==> src/row_pkg.sv <==
/*
  shared definitions for the relay output watchdog: register offsets, field
  layouts, reset values, line voltage encodings and watchdog timing.
  assumes a single 200 MHz clock domain and a 32-bit APB register bus.
*/
package row_pkg;

  ////////////////////////////////////////////////////////////////////////////
  // clock and timing
  localparam longint unsigned CLK_HZ = 200_000_000;
  // heartbeat period the host keeps to; the block itself only needs the trip time
  localparam longint unsigned HB_PERIOD_S = 3;
  localparam longint unsigned WD_TIMEOUT_S = 30;
  localparam int WD_CNT_W = 33;
  // a longest-silence figure: whole seconds, so the product is exact
  localparam logic [WD_CNT_W-1:0] WD_TIMEOUT_CYC = WD_CNT_W'(WD_TIMEOUT_S * CLK_HZ);

  ////////////////////////////////////////////////////////////////////////////
  // register map
  localparam int ADDR_W = 12;
  localparam logic [ADDR_W-1:0] ADDR_CTRL = 12'h000;
  localparam logic [ADDR_W-1:0] ADDR_STATUS = 12'h004;
  localparam logic [31:0] RDATA_ZERO = 32'h00000000;

  // control word, low bits of the control register
  typedef struct packed {
    logic heartbeat;
    logic shutoff;
    logic zero_span;
    logic sample_cal;
    logic my_heat;
    logic wheel_heat;
  } row_ctrl_t;
  localparam int CTRL_W = 6;
  localparam row_ctrl_t CTRL_RST = '0;

  // status word field positions
  localparam int STAT_RELAY_POS = 0;
  localparam int STAT_TRIP_POS = 7;
  localparam int STAT_LINE_POS = 8;

  ////////////////////////////////////////////////////////////////////////////
  // line voltage strap encoding
  typedef enum logic [1:0] {
    ROW_LINE_100 = 2'h0,
    ROW_LINE_115 = 2'h1,
    ROW_LINE_230 = 2'h2
  } row_line_t;
  localparam logic [1:0] LINE_RST = 2'h0;

  // relay and switch drives
  typedef struct packed {
    logic source;
    logic shutoff;
    logic zero_span;
    logic sample_cal;
    logic my_elem_hi;
    logic my_elem_lo;
    logic wheel_heat;
  } row_relay_t;
  localparam int RELAY_W = 7;
  localparam row_relay_t RELAY_RST = '0;

  // status indicators, bit 0 is the heartbeat
  typedef struct packed {
    logic source_indicator;
    logic shutoff_valve_indicator;
    logic zero_span_valve_indicator;
    logic sample_cal_valve_indicator;
    logic spare_indicator;
    logic my_heat_indicator;
    logic wheel_heat_indicator;
    logic heartbeat_indicator;
  } row_ind_t;
  localparam row_ind_t IND_RST = '0;

endpackage : row_pkg

==> src/row_hb_watch.sv <==
/*
  heartbeat silence timer: counts cycles since the heartbeat level last
  changed and pulses once when the silence reaches the trip count.
  assumes the heartbeat input is already in the pclk domain.
*/
`timescale 1ns/100ps
module row_hb_watch #(
  parameter logic [row_pkg::WD_CNT_W-1:0] TRIP_CYC = row_pkg::WD_TIMEOUT_CYC
) (
  input wire logic pclk,
  input wire logic presetn,
  input wire logic ce,
  input wire logic heartbeat,
  output logic expire
);
  import row_pkg::*;

  logic [WD_CNT_W-1:0] cnt_q, cnt_d;
  logic hb_q, hb_d;
  logic changed;

  ////////////////////////////////////////////////////////////////////////////
  // any change restarts the count; the count saturates so the pulse is single
  always_comb
  begin
    changed = heartbeat != hb_q;
    hb_d = heartbeat;
    cnt_d = cnt_q;
    if (changed)
      cnt_d = '0;
    else if (cnt_q != TRIP_CYC)
      cnt_d = cnt_q + WD_CNT_W'(1);
    // stuck on or stuck off both count the same way
    expire = !changed && (cnt_q == TRIP_CYC - WD_CNT_W'(1));
  end

  always_ff @(posedge pclk or negedge presetn)
  begin
    if (!presetn)
    begin
      cnt_q <= '0;
      hb_q <= 1'b0;
    end
    else if (ce)
    begin
      cnt_q <= cnt_d;
      hb_q <= hb_d;
    end
  end

endmodule : row_hb_watch

==> src/row_relay_ctrl.sv <==
/*
  relay output controller with heartbeat watchdog. software writes the
  control word over APB; the block drives heater, valve and source relays,
  mirrors them on six of the eight indicators and forces the safety outputs off when
  the heartbeat falls silent.
  assumes a 200 MHz pclk, an APB master in the same domain and a line
  voltage strap that is asynchronous to pclk.
*/
// Local design decisions: the register addresses and the APB slave port.
`timescale 1ns/100ps
module row_relay_ctrl #(
  parameter logic [row_pkg::WD_CNT_W-1:0] WD_TRIP_CYC = row_pkg::WD_TIMEOUT_CYC
) (
  input wire logic pclk,
  input wire logic presetn,
  input wire logic ce,
  input wire logic psel,
  input wire logic penable,
  input wire logic pwrite,
  input wire logic [row_pkg::ADDR_W-1:0] paddr,
  input wire logic [31:0] pwdata,
  output logic [31:0] prdata,
  output logic pready,
  output logic pslverr,
  input wire logic [1:0] line_sel,
  output row_pkg::row_relay_t relay,
  output row_pkg::row_ind_t ind,
  output logic wd_tripped
);
  import row_pkg::*;

  ////////////////////////////////////////////////////////////////////////////
  // register map, one aligned word each
  //   control word, read and write:
  //     bit 0     wheel heater on
  //     bit 1     bench heater on; the strap picks the element
  //     bit 2     sample/cal valve to cal gas
  //     bit 3     zero/span valve to span gas
  //     bit 4     shutoff valve, cal flow open
  //     bit 5     heartbeat level; every flip restarts the silence timer
  //     others    read as zero
  //   status word, read only:
  //     bits 6:0  relay drives, packed as on the relay port
  //     bit 7     watchdog shutdown in force
  //     bits 9:8  synchronised line voltage code
  //   any other offset answers with an error and reads as zero

  ////////////////////////////////////////////////////////////////////////////
  // declarations

  logic [1:0] line_meta_q, line_meta_d;
  logic [1:0] line_q, line_d;

  logic ready_q, ready_d;
  logic [31:0] rdata_q, rdata_d;
  logic slverr_q, slverr_d;
  logic access;
  logic wr_commit;
  logic addr_ok;
  logic [31:0] ctrl_word;
  logic [31:0] stat_word;

  row_ctrl_t ctrl_q, ctrl_d;
  row_ctrl_t wr_ctrl;
  logic trip_q, trip_d;
  logic expire;
  logic hb_toggle;

  row_relay_t relay_q, relay_d;
  row_ind_t ind_q, ind_d;

  ////////////////////////////////////////////////////////////////////////////
  // line voltage strap synchroniser
  // the strap may be moved with power on; two stages keep metastability out

  always_comb
  begin
    line_meta_d = line_sel;
    line_d = line_meta_q;
  end

  always_ff @(posedge pclk or negedge presetn)
  begin
    if (!presetn)
    begin
      line_meta_q <= LINE_RST;
      line_q <= LINE_RST;
    end
    else if (ce)
    begin
      line_meta_q <= line_meta_d;
      line_q <= line_d;
    end
  end

  ////////////////////////////////////////////////////////////////////////////
  // read words, assembled apart from the bus logic so that the status
  // layout sits in one place

  always_comb
  begin
    ctrl_word = RDATA_ZERO;
    ctrl_word[CTRL_W-1:0] = ctrl_q;
    stat_word = RDATA_ZERO;
    stat_word[STAT_RELAY_POS +: RELAY_W] = relay_q;
    stat_word[STAT_TRIP_POS] = trip_q;
    stat_word[STAT_LINE_POS +: 2] = line_q;
  end

  ////////////////////////////////////////////////////////////////////////////
  // apb slave
  // no wait state: ready rises in the first access cycle, read data is
  // captured on the same edge so it is a clean flop output
  // an unmapped offset gets an error and zero data; a write to the
  // read-only status word is dropped without an error

  always_comb
  begin
    addr_ok = (paddr == ADDR_CTRL) || (paddr == ADDR_STATUS);
    access = psel && !ready_q;
    ready_d = access;
    rdata_d = rdata_q;
    slverr_d = slverr_q;
    if (access)
    begin
      rdata_d = RDATA_ZERO;
      slverr_d = !addr_ok;
      if (!pwrite && paddr == ADDR_CTRL)
        rdata_d = ctrl_word;
      else if (!pwrite && paddr == ADDR_STATUS)
        rdata_d = stat_word;
    end
  end

  always_ff @(posedge pclk or negedge presetn)
  begin
    if (!presetn)
    begin
      ready_q <= 1'b0;
      rdata_q <= RDATA_ZERO;
      slverr_q <= 1'b0;
    end
    else if (ce)
    begin
      ready_q <= ready_d;
      rdata_q <= rdata_d;
      slverr_q <= slverr_d;
    end
  end

  // gating ready with ce keeps the master from completing on a frozen edge
  assign pready = ready_q && ce;
  assign prdata = rdata_q;
  assign pslverr = slverr_q && ready_q;

  // a write lands only on the completing edge, and never to a bad address
  assign wr_commit = psel && penable && ready_q && pwrite && (paddr == ADDR_CTRL);

  ////////////////////////////////////////////////////////////////////////////
  // heartbeat silence timer
  // the count restarts on the edge after the heartbeat bit flips and the
  // trip lands one edge after the count reaches one below the trip count, so a
  // shutdown follows the last flip by the trip count plus one edge; a host
  // that keeps its nominal beat never comes close

  row_hb_watch #(
    .TRIP_CYC(WD_TRIP_CYC)
  ) u_hb_watch (
    .pclk(pclk),
    .presetn(presetn),
    .ce(ce),
    .heartbeat(ctrl_q.heartbeat),
    .expire(expire)
  );

  ////////////////////////////////////////////////////////////////////////////
  // control word and watchdog trip
  // a trip clears the stored commands so a later clear cannot revive stale
  // settings; only a write that also flips the heartbeat lifts the trip

  always_comb
  begin
    wr_ctrl = row_ctrl_t'(pwdata[CTRL_W-1:0]);
    hb_toggle = wr_commit && (wr_ctrl.heartbeat != ctrl_q.heartbeat);
    ctrl_d = ctrl_q;
    trip_d = trip_q;
    if (wr_commit)
      ctrl_d = wr_ctrl;
    if (hb_toggle)
      trip_d = 1'b0;
    // set wins over the clear if both fall on one edge
    if (expire)
    begin
      trip_d = 1'b1;
      ctrl_d.wheel_heat = 1'b0;
      ctrl_d.my_heat = 1'b0;
      ctrl_d.sample_cal = 1'b0;
      ctrl_d.zero_span = 1'b0;
      ctrl_d.shutoff = 1'b0;
    end
  end

  always_ff @(posedge pclk or negedge presetn)
  begin
    if (!presetn)
    begin
      ctrl_q <= CTRL_RST;
      trip_q <= 1'b0;
    end
    else if (ce)
    begin
      ctrl_q <= ctrl_d;
      trip_q <= trip_d;
    end
  end

  ////////////////////////////////////////////////////////////////////////////
  // relay drives
  // everything here is forced off while tripped; the wheel motor supply is
  // not switched by this block at all, so it keeps running through a trip

  always_comb
  begin
    relay_d = RELAY_RST;
    if (!trip_d)
    begin
      relay_d.wheel_heat = ctrl_d.wheel_heat;
      relay_d.sample_cal = ctrl_d.sample_cal;
      relay_d.zero_span = ctrl_d.zero_span;
      relay_d.shutoff = ctrl_d.shutoff;
      relay_d.source = 1'b1;
      // an unused strap code lights neither element rather than guess
      unique case (line_q)
        ROW_LINE_100, ROW_LINE_115:
          relay_d.my_elem_lo = ctrl_d.my_heat;
        ROW_LINE_230:
          relay_d.my_elem_hi = ctrl_d.my_heat;
        default:
        begin
          relay_d.my_elem_lo = 1'b0;
          relay_d.my_elem_hi = 1'b0;
        end
      endcase
    end
  end

  always_ff @(posedge pclk or negedge presetn)
  begin
    if (!presetn)
    begin
      relay_q <= RELAY_RST;
    end
    else if (ce)
    begin
      relay_q <= relay_d;
    end
  end

  ////////////////////////////////////////////////////////////////////////////
  // indicators mirror the registered drives, so a lamp never lies about
  // the relay it stands for

  always_comb
  begin
    ind_d = IND_RST;
    ind_d.heartbeat_indicator = ctrl_d.heartbeat;
    ind_d.wheel_heat_indicator = relay_d.wheel_heat;
    ind_d.my_heat_indicator = relay_d.my_elem_lo || relay_d.my_elem_hi;
    ind_d.spare_indicator = 1'b0;
    ind_d.sample_cal_valve_indicator = relay_d.sample_cal;
    ind_d.zero_span_valve_indicator = relay_d.zero_span;
    ind_d.shutoff_valve_indicator = relay_d.shutoff;
    ind_d.source_indicator = relay_d.source;
  end

  always_ff @(posedge pclk or negedge presetn)
  begin
    if (!presetn)
    begin
      ind_q <= IND_RST;
    end
    else if (ce)
    begin
      ind_q <= ind_d;
    end
  end

  assign relay = relay_q;
  assign ind = ind_q;
  assign wd_tripped = trip_q;

endmodule : row_relay_ctrl

==> config.mk <==
export PLATFORM = sky130hd
export DESIGN_NAME = row_relay_ctrl
export DESIGN_NICKNAME = d
export VERILOG_FILES = /design/src/row_pkg.sv /design/src/row_hb_watch.sv /design/src/row_relay_ctrl.sv
export SDC_FILE = /design/constraint.sdc
export NUM_CORES = 1
export LEC_CHECK = 0
export ABC_AREA = 1
export BUFFER_PORTS_ARGS = -buffer_cell sky130_fd_sc_hd__buf_2
export CAP_MARGIN = 20
export CORE_MARGIN = 5
export CORE_UTILIZATION = 35
export CTS_BUF_LIST = sky130_fd_sc_hd__clkbuf_4
export CTS_CLUSTER_SIZE = 40
export DETAILED_ROUTE_END_ITERATION = 7
export PLACE_DENSITY = 0.67
export SYNTH_ARGS = -nofsm -noshare
export SYNTH_HDL_FRONTEND = slang
export SYNTH_HIERARCHICAL = 1
export SYNTH_SLANG_ARGS = --single-unit
==> constraint.sdc <==
create_clock -name pclk -period 2.14 [get_ports pclk]
set_clock_uncertainty 0.15 [all_clocks]
set_input_delay 0.214 -clock pclk [delete_from_list [all_inputs] [get_ports pclk]]
set_output_delay 0.214 -clock pclk [all_outputs]
set_load 0.005 [all_outputs]
==> metrics.md, run 1 <==
| Metric | Value |
|---|---|
| Ys Warns | 6 |
| Final Wtd Congestion | roughly 0.9 |
| Global route overflow | 0 |
| Clk buf depth | 2 |
| Post-Syn Area | 4510 µm² |
| First-pass GRT wire length | 17,900 µm |
| Worst VDD drop | around 0.2 mV |
| Fillers | about 1,300 |
| Worst EP arrival | about 2.1 ns |
| Initial core utilization | between 30 and 40% |
| 1st-pass router iterations | 4 |
| Synthesized-area fraction occupied by xor and xnor cells | about 1.2% |
| RSZ-0062 raised after global routing | false |
| Post-synthesis compound-gate area fraction | under 10% |
| Post-layout worst setup margin | about 0.16 ns |
| Clock sinks | 65 |
| Async S/R FF share, synth | 100% |
| Worst min path class | input port to flop |
| Req. time, crit path | approximately 2.3 ns |
| Layout cells sized above 1 | ~28% |
| Die height | between 100 and 150 µm |
| Post-DR vias/cell | 4.63 |
| Simple logic cell fraction of the synthesized area | 40.3% |
| Number of global-route vias before repair | 3,718 |
| Final wirelength | ~11,000 µm |
| DRT iter0 DRCs | roughly 240 |
| Sequential fraction of the synthesis area | a little over a third |
| Drc violations | 0 |
| CTS tree | built |
| Endpoint class of the critical path | flop |
| Fmax | 505 MHz |
| Final hold viol count | 0 |
| Worst Path Max Fanout | 8 |
| Clk pin slew, worst setup/hold paths | 0.12 ns |
| Unique masters post-synth | 42 |
| Status | finished, final reports clean |
| Per-cell routed wire length | 12.5 µm |
| CTS Root Cell | clkbuf_4 |
| Slowest library cell on the worst path | dfrtp_1 |
| Max incr delay on CP | about 0.44 ns |
| Largest net degree at the start of global routing | 66 |
| Fin. max-slew vios | 0 |
| Nets | between 700 and 800 |
| EDFF count, synth | 0 |
| Final period util | between 90 and 100% |
| Setup CP Type | flop to flop |
| DP HPWL | 8230 µm |
| Total CTS buffers | 9 |
| P_leak | approximately 2.7 nW |
| Power density over the cells | between 400 and 500 nW/µm² |
| Syn Inst Count | around 600 |
| Post-synthesis adder-cell area fraction | less than 1% |
| Total die area | 15,300 µm² |
| Endpoints failing setup | 0 |
| Yosys reg bits | between 60 and 70 |
| Max_cap viols | 0 |
| Syn_area_per_cell | around 7.3 µm² |
| Clock latency on the worst-skew pair | roughly 0.42 ns |
| Slew headroom | about 60% |
| Period minus WS final | roughly 2 ns |
| Worst Max-Slew Pin Slew | between 0.5 and 0.6 ns |
| CP most frequent cell | nand2_2 |
| Ports | approximately 100 |
| Main synth FF type | dfrtp_1 |
| GR Util All Layers | 14.9% |
| Hold WS | about 0.036 ns |
| Startpoint types | flop |
| Antenna violations before repair | 1 |
| Row Count | 41 |
| Post-synthesis mux area share | 0% |
| Largest family of logic cells by synthesized area | simple AND/OR/NAND/NOR gates |
| Die Width | 124 µm |
| Synthesis-to-layout area growth | 17.9% |
| Core box area | about 13,000 µm² |
| Port bufs | between 50 and 60 |
| Pre-CTS setup slack | -0.0566 ns |
| H-tree Lvls | 3 |
| Crit-path cells | ha_1, nand2_2, nor2_4, nand2_4, nor4_4, inv_2, nand2_2, nor2_8, o21bai_1 |
| Post-DRT Antenna Nets | 0 |
| Vias | 4,096 |
==> final cells by class <==
type	instances	area [µm²]	area share (%)
Timing Repair Buffer	101	698	13.1
Sequential cell	65	1630	30.6
Inverter	58	218	4.09
Tap cell	172	215	4.05
Clock inverter	7	70.1	1.32
Multi-Input combinational cell	472	2420	45.5
Antenna cell	1	2.50	0.0470
Clock buffer	9	67.6	1.27
==> metrics by stage <==
stage                     TNS, ns  utilization [%]  total power [W]  cell area [µm²]  instances
after global routing            0             42.1          0.00255             5320        885
after global placement     -0.117             40.2          0.00159             5080        860
after detailed placement   -0.617             40.2          0.00160             5080        860
final                           0             42.1          0.00243             5320        885
after CTS                       0             42.1          0.00246             5310        884
after floorplan                 0                -          0.00152             4590        637
==> critical path: cells and delay by family (launching register included) <==
kind                     cells  cell delay (ns)
flip-flops                   1             0.44
AND/OR/NAND/NOR              6             0.79
buffers and inverters        1             0.12
AO/OA/AOI/OAI                1             0.16
adder cells (fa/ha/maj)      1             0.21
==> Yosys cell counts, types with 3 or more instances <==
library cell / instances / share of area, %
clkbuf_1: 3 / 0.25
inv_2: 9 / 0.75
nor2_4: 9 / 2.2
buf_12: 4 / 1.8
inv_1: 48 / 4.0
xor2_1: 4 / 0.78
o21ai_0: 13 / 1.4
nand3b_1: 9 / 1.5
nor2_2: 5 / 0.69
o31ai_2: 4 / 1.1
buf_4: 29 / 4.8
nand2_1: 189 / 16
nand3_1: 43 / 4.8
dfrtp_1: 65 / 36
nand4_1: 3 / 0.42
nand3_2: 3 / 0.67
o21ai_2: 15 / 2.9
o21bai_1: 8 / 1.3
nor2_1: 71 / 5.9
o21ai_1: 9 / 1.0
nand2_2: 37 / 5.1
o211ai_1: 3 / 0.50
a21oi_1: 5 / 0.55
==> state kept, by name, summed over array words and instances, names as in the netlist <==
signal and cells:
slverr_q 1, line_q 2, ctrl_q 6, u_hb_watch/hb_q 1, ready_q 1, line_d 2, ind 5, relay 3
prdata 10, wd_tripped 1, u_hb_watch/cnt_q 33
==> placed cells by master (no fill, tap or decap), types with 15 or more instances in the layout <==
cell type / instances
buf_4: 37
nand3_1: 43
conb_1: 23
inv_1: 47
nand2_2: 37
nand2_1: 189
o21ai_2: 15
buf_2: 52
dfrtp_1: 65
nor2_1: 71
==> power by group <==
part / total (W) / switching (W) / internal [W] / leakage (nW)
Sequential: 0.00129 / 0.0000295 / 0.00126 / 0.878
Combinational: 0.000297 / 0.000186 / 0.000111 / 1.72
Clock: 0.000848 / 0.000493 / 0.000356 / 0.0761
==> metal layers <==
metal  part of all wire [%]  track usage, %
met1                     46            19.8
met2                     48            24.4
met3                    5.1            2.33
met4                    1.3            5.19
met5                      0               0
==> logic make-up after synthesis <==
kind of cell	after synthesis
AO/OA/AOI/OAI	59
XOR/XNOR	6
adder cells (fa/ha/maj)	2
buffers and inverters	100
flip-flops	65
other	1
AND/OR/NAND/NOR	382
==> path summary, 6_finish.rpt <==
| path | cells after the start | start | slack [ns] | endpoint |
|---|---|---|---|---|
| worst max register to register | 9 | u_hb_watch/cnt_q[1] | 0.16 | ind[7] |
| worst min register to register | 2 | line_d[0] | 0.34 | line_d[0] |
| min in group asynchronous | 3 | presetn | 0.18 | u_hb_watch/cnt_q[2] |
| worst min-delay path | 3 | psel | 0.04 | ready_q |
| max in group asynchronous | 3 | presetn | 1.37 | ind[6] |
| worst max-delay path | 9 | u_hb_watch/cnt_q[1] | 0.16 | ind[7] |
==> timing repair <==
action / in CTS / in global routing
setup buffers: 0 / 0
gates resized for setup: 2 / 2
endpoints found under the hold margin: 72 / 0
setup endpoints to repair: 22 / 8
hold buffers: 8 / 0
No activity file was read; power rests on OpenSTA's default activity.
==> run 2, diff against run 1 <==
- CORE_MARGIN: 5 -> not set
==> metrics.md, run 2 (same netlist as run 1, synthesis figures left out) <==
| Metric | Value |
|---|---|
| P_leak | 2.70 nW (+0.90%) |
| Worst Path Max Fanout | 8 (unchanged) |
| Final Wtd Congestion | 0.923 (+4.1%) |
| Total die area | 13,300 µm² (-13%) |
| Antenna violations before repair | 0 (-1) |
| Synthesis-to-layout area growth | 19.1% |
| Req. time, crit path | 2.35 ns (+0.05 ns) |
| Worst Max-Slew Pin Slew | 0.590 ns (-0.00782 ns) |
| Die Width | 116 µm (-6.5%) |
| Slew headroom | 60.6% (+0.52 points) |
| Slowest library cell on the worst path | dfrtp_1 |
| First-pass GRT wire length | 17,400 µm (-2.9%) |
| Die height | 116 µm (-6.5%) |
| RSZ-0062 raised after global routing | false |
| Per-cell routed wire length | 12.0 µm (-4.0%) |
| Setup CP Type | flop to flop |
| Power density over the cells | 487 nW/µm² (+6.5%) |
| Commonest non-fill, non-tap cell in the layout | nand2_1 |
| Final hold viol count | 0 (unchanged) |
| Global route overflow | 0 (unchanged) |
| Row Count | 41 (unchanged) |
| 1st-pass router iterations | 4 (unchanged) |
| CTS tree | built |
| Clock latency on the worst-skew pair | 0.43 ns (about the same) |
| Fin cells | 890 (+0.56%) |
| CP most frequent cell | nand2_1 |
| Max incr delay on CP | 0.41 ns (-0.03 ns) |
| Endpoints failing setup | 0 (unchanged) |
| Number of global-route vias before repair | 3,686 (-0.86%) |
| Nets | 767 (+0.79%) |
| Initial core utilization | 35.8% (unchanged) |
| GR Util All Layers | 16.7% (+1.8 points) |
| Port bufs | 52 (unchanged) |
| Core box area | 12,600 µm² (unchanged) |
| Final wirelength | 10,700 µm (-3.4%) |
| Clock sinks | 65 (unchanged) |
| Max reg flops | 33 (unchanged) |
| Hold WS | 0.0226 ns (-0.0138 ns) |
| H-tree Lvls | 3 (unchanged) |
| DP HPWL | 7770 µm (-5.6%) |
| CTS Root Cell | clkbuf_4 |
| Drc violations | 0 (unchanged) |
| Worst VDD drop | 0.254 mV (+24%) |
| CP delay by family, top | simple AND/OR/NAND/NOR gates |
| Worst min path class | input port to flop |
| Largest net degree at the start of global routing | 66 (unchanged) |
| Number of antenna diodes | 0 (-1) |
| Post-DR vias/cell | 4.57 (-1.3%) |
| Most frequent cells in the layout | 189 x nand2_1, 71 x nor2_1, 65 x dfrtp_1 |
| Most flops, register | u_hb_watch/cnt_q |
| Post-DRT Antenna Nets | 0 (unchanged) |
| Fmax | 504 MHz (-0.19%) |
| Period minus WS final | 1.98 ns (+0.00386 ns) |
| Inst Count DP | 860 (unchanged) |
| DRT iter0 DRCs | 268 (+9.8%) |
| Total CTS buffers | 9 (unchanged) |
| Max_cap viols | 0 (unchanged) |
| Layout cells sized above 1 | 28.6% (+0.46 points) |
| Startpoint types | flop |
| Status | finished, final reports clean |
| Crit-path cells | buf_4, inv_1, ha_1, nand2_1, nor3_2, nand2_1, nor2_4, nand2_4, nand2_8, buf_4, nand2_1, nand2_1 |
| Final period util | 92.7% (+0.18 points) |
| Vias | 4,065 (-0.76%) |
| Endpoint class of the critical path | flop |
| Worst EP arrival | 2.19 ns (+0.06 ns) |
| Clk pin slew, worst setup/hold paths | 0.14 ns (+0.02 ns) |
| Clk buf depth | 2 (unchanged) |
| Fin. max-slew vios | 0 (unchanged) |
| Ports | 102 (unchanged) |
| Buf/Inv on CP | 3 (+2) |
==> run 2: metal layers <==
layer | vias to the layer above | global-route usage (%) | wire, µm
li1 | 2080 | - | -
met1 | 1902 | 23.3 | 5250
met2 | 81 | 26.9 | 4920
met3 | 2 | 2.35 | 440
met4 | 0 | 4.68 | 46
met5 | - | 0 | 0
==> run 2: per-stage QoR <==
stage	setup TNS, ns	cell area, µm²	worst slack [ns]	util (%)	total power (W)
floorplan	0	4590	0.235	-	0.00152
global placement	-0.493	5070	-0.0371	40.1	0.00159
detailed placement	-0.682	5070	-0.0754	40.1	0.00159
CTS	0	5330	0.00144	42.2	0.00263
global route	0	5380	0.0162	42.6	0.00274
finish	0	5380	0.157	42.6	0.00262
==> run 2: cell type report <==
cell class / count / area [µm²]
multi-input cells: 472 / 2410
clock inverters: 7 / 103
fillers: 1306 / 7240
repair buffers: 107 / 733
flip-flops and latches: 65 / 1630
clock buffers: 9 / 67.6
well taps: 172 / 215
inverters: 58 / 218
==> run 2: worst register-to-register path, cell delays in order, from the launching register on <==
cell     delay, ns
dfrtp_1       0.41
buf_4         0.15
inv_1         0.05
ha_1          0.14
nand2_1       0.06
nor3_2        0.15
nand2_1       0.11
nor2_4        0.18
nand2_4       0.10
nand2_8       0.12
buf_4         0.16
nand2_1       0.06
nand2_1       0.06
==> run 2: power by group <==
| group | internal (W) | switching, W |
|---|---|---|
| Sequential | 0.00126 | 0.0000240 |
| Clock | 0.000488 | 0.000538 |
| Combinational | 0.000121 | 0.000190 |
| Total | 0.00187 | 0.000753 |
==> run 2: worst paths after layout <==
path	cells after the start	from	slack [ns]	endpoint
worst max-delay path	12	u_hb_watch/cnt_q[1]	0.16	u_hb_watch/cnt_q[30]
worst min-delay path	3	psel	0.02	ready_q
worst max register to register	12	u_hb_watch/cnt_q[1]	0.16	u_hb_watch/cnt_q[30]
worst min register to register	2	line_d[0]	0.34	line_d[0]
max in group asynchronous	3	presetn	1.37	u_hb_watch/cnt_q[25]
min in group asynchronous	3	presetn	0.17	ready_q
==> run 2: what timing repair did <==
action,4_1_cts,5_1_grt
buffers inserted,0,5
resized for setup,1,2
hold buffers,9,0
setup endpoints to repair,20,14
hold endpoints to repair,76,0
==> run 3, diff against run 2 <==
- CELL_PAD_IN_SITES_DETAIL_PLACEMENT: not set -> 0
- CELL_PAD_IN_SITES_GLOBAL_PLACEMENT: not set -> 1
- PLACE_DENSITY: 0.67 -> 0.84
- clock period: 2.14 -> 1.9 ns (I/O delays scaled with it)
==> metrics.md, run 3 (same netlist as run 1, synthesis figures left out) <==
| Metric | Value |
|---|---|
| Final hold viol count | 0 (unchanged) |
| Synthesis-to-layout area growth | 23.4% |
| Die Width | 116 µm (unchanged) |
| Period minus WS final | 1.88 ns (-0.101 ns) |
| Hold WS | 0.0405 ns (+0.0179 ns) |
| Setup CP Type | flop to flop |
| GR peak layer | met2 |
| CTS Root Cell | clkbuf_4 |
| Power density over the cells | 482 nW/µm² (-1.2%) |
| CTS tree | built |
| Final Wtd Congestion | 0.895 (-3.1%) |
| DRT iter0 DRCs | 292 (+9.0%) |
| CP delay by family, top | simple AND/OR/NAND/NOR gates |
| Ports | 102 (unchanged) |
| Clk pin slew, worst setup/hold paths | 0.12 ns (-0.02 ns) |
| 1st-pass router iterations | 5 (+1) |
| Max reg flops | 33 (unchanged) |
| DP HPWL | 8610 µm (+11%) |
| Global route overflow | 0 (unchanged) |
| Fin. max-slew vios | 0 (unchanged) |
| CP most frequent cell | nand2_1 |
| Fillers | 1,279 (-2.1%) |
| Met3 Resource Use GR | 3.45% (+1.1 points) |
| Most flops, register | u_hb_watch/cnt_q |
| Final wirelength | 12,200 µm (+14%) |
| Number of antenna diodes | 0 (unchanged) |
| Largest net degree at the start of global routing | 66 (unchanged) |
| Slowest library cell on the worst path | dfrtp_1 |
| Most frequent cells in the layout | 184 x nand2_1, 67 x nor2_1, 65 x dfrtp_1 |
| RSZ-0062 raised after global routing | true |
| Post-DRT Antenna Nets | 0 (unchanged) |
| GR Util met2 | 29.1% (+2.2 points) |
| Post-layout worst setup margin | 0.0186 ns (-0.139 ns) |
| Final period util | 99.0% (+6.4 points) |
| Status | finished, final reports clean |
| GR Util All Layers | 17.9% (+1.2 points) |
| Worst Path Max Fanout | 7 (-1) |
| Post-CTS setup repair buffer count | 0 (unchanged) |
| Row Count | 41 (unchanged) |
| Endpoints failing setup | 0 (unchanged) |
| Endpoint class of the critical path | flop |
| Per-cell routed wire length | 13.5 µm (+12%) |
| Final core utilization | 44.1% (+1.5 points) |
| Pre-CTS setup slack | -0.278 ns (-0.203 ns) |
| Antenna violations before repair | 0 (unchanged) |
| Post-DR vias/cell | 4.69 (+2.7%) |
| Commonest non-fill, non-tap cell in the layout | nand2_1 |
| Drc violations | 0 (unchanged) |
| Nets | 780 (+1.7%) |
| Worst EP arrival | 2.05 ns (-0.14 ns) |
| Req. time, crit path | 2.07 ns (-0.28 ns) |
| Clock sinks | 65 (unchanged) |
| Initial core utilization | 35.8% (unchanged) |
| Vias | 4,235 (+4.2%) |
| Layout cells sized above 1 | 32.0% (+3.5 points) |
| Clk buf depth | 2 (unchanged) |
| Buf/Inv on CP | 2 (-1) |
| Max_cap viols | 0 (unchanged) |
| Die height | 116 µm (unchanged) |
| First-pass GRT wire length | 18,400 µm (+5.7%) |
| Clock latency on the worst-skew pair | 0.42 ns (about the same) |
| P_leak | 2.78 nW (+3.1%) |
| Startpoint types | flop |
| Fmax | 532 MHz (+5.4%) |
| M1 GR Usage | 23.7% (+0.41 points) |
| Total CTS buffers | 9 (unchanged) |
| Worst VDD drop | 0.217 mV (-14%) |
| H-tree Lvls | 3 (unchanged) |
| Core box area | 12,600 µm² (unchanged) |
| Port bufs | 52 (unchanged) |
| Total die area | 13,300 µm² (unchanged) |
| Worst min path class | input port to flop |
| Max incr delay on CP | 0.43 ns (+0.02 ns) |
| Number of global-route vias before repair | 3,861 (+4.7%) |
| Crit-path cells | inv_2, ha_1, nand2_1, nor3_2, nand2_1, nor2_4, nand2_4, nand2_8, clkbuf_16, o21ai_2 |
[run 3: metrics by stage]
| stage | total power, W | instance area (µm²) | instances | TNS, ns |
|---|---|---|---|---|
| final | 0.00268 | 5570 | 903 | 0 |
| after global routing | 0.00282 | 5570 | 903 | -3.34 |
| after CTS | 0.00269 | 5410 | 898 | 0 |
| after detailed placement | 0.00183 | 5180 | 873 | -6.15 |
| after global placement | 0.00182 | 5180 | 873 | -4.82 |
| after floorplan | 0.00171 | 4600 | 637 | 0 |
[run 3: worst paths after layout]
check / endpoint / slack, ns / cells past startpoint / start
min in group asynchronous: ready_q / 0.15 / 3 / presetn
hold reg to reg: line_d[0] / 0.34 / 2 / line_d[0]
hold / removal: ready_q / 0.04 / 3 / psel
max in group asynchronous: u_hb_watch/cnt_q[22] / 1.15 / 3 / presetn
setup reg to reg: u_hb_watch/cnt_q[18] / 0.02 / 10 / u_hb_watch/cnt_q[0]
setup / recovery: u_hb_watch/cnt_q[18] / 0.02 / 10 / u_hb_watch/cnt_q[0]
[run 3: report_power, final]
group          switching [W]  internal, W  total, W
Combinational       0.000237     0.000163  0.000400
Sequential         0.0000293      0.00142   0.00145
Clock               0.000539     0.000293  0.000833
Total               0.000806      0.00187   0.00268
[run 3: timing repair]
item | 4_1_cts | 5_1_grt
pin swaps | 0 | 9
hold buffers | 9 | 0
setup endpoints to repair | 34 | 47
gates resized for setup | 5 | 19
endpoints found under the hold margin | 77 | 0
gates cloned | 0 | 5
[run 3: metal layers]
| metal | share of wire, % | routed length (µm) | vias to the layer above |
|---|---|---|---|
| met3 | 3.8 | 461 | 10 |
| met4 | 1.0 | 121 | 0 |
| met1 | 46 | 5650 | 2029 |
| met2 | 49 | 5930 | 93 |
| met5 | 0 | 0 | - |
| li1 | - | - | 2103 |
[run 3: layout make-up]
type | instances | area, µm² | share of cell area [%]
multi-input combinational | 473 | 2490 | 44.8
timing repair buffer | 119 | 896 | 16.1
sequential | 65 | 1630 | 29.2
inverter | 58 | 218 | 3.91
tap | 172 | 215 | 3.87
clock inverter | 5 | 32.5 | 0.585
clock buffer | 11 | 82.6 | 1.48
[run 3: worst min-delay path: stages]
cell and delay [ns]:
buf_2 0.12, nand3_2 0.15, o21ai_0 0.12
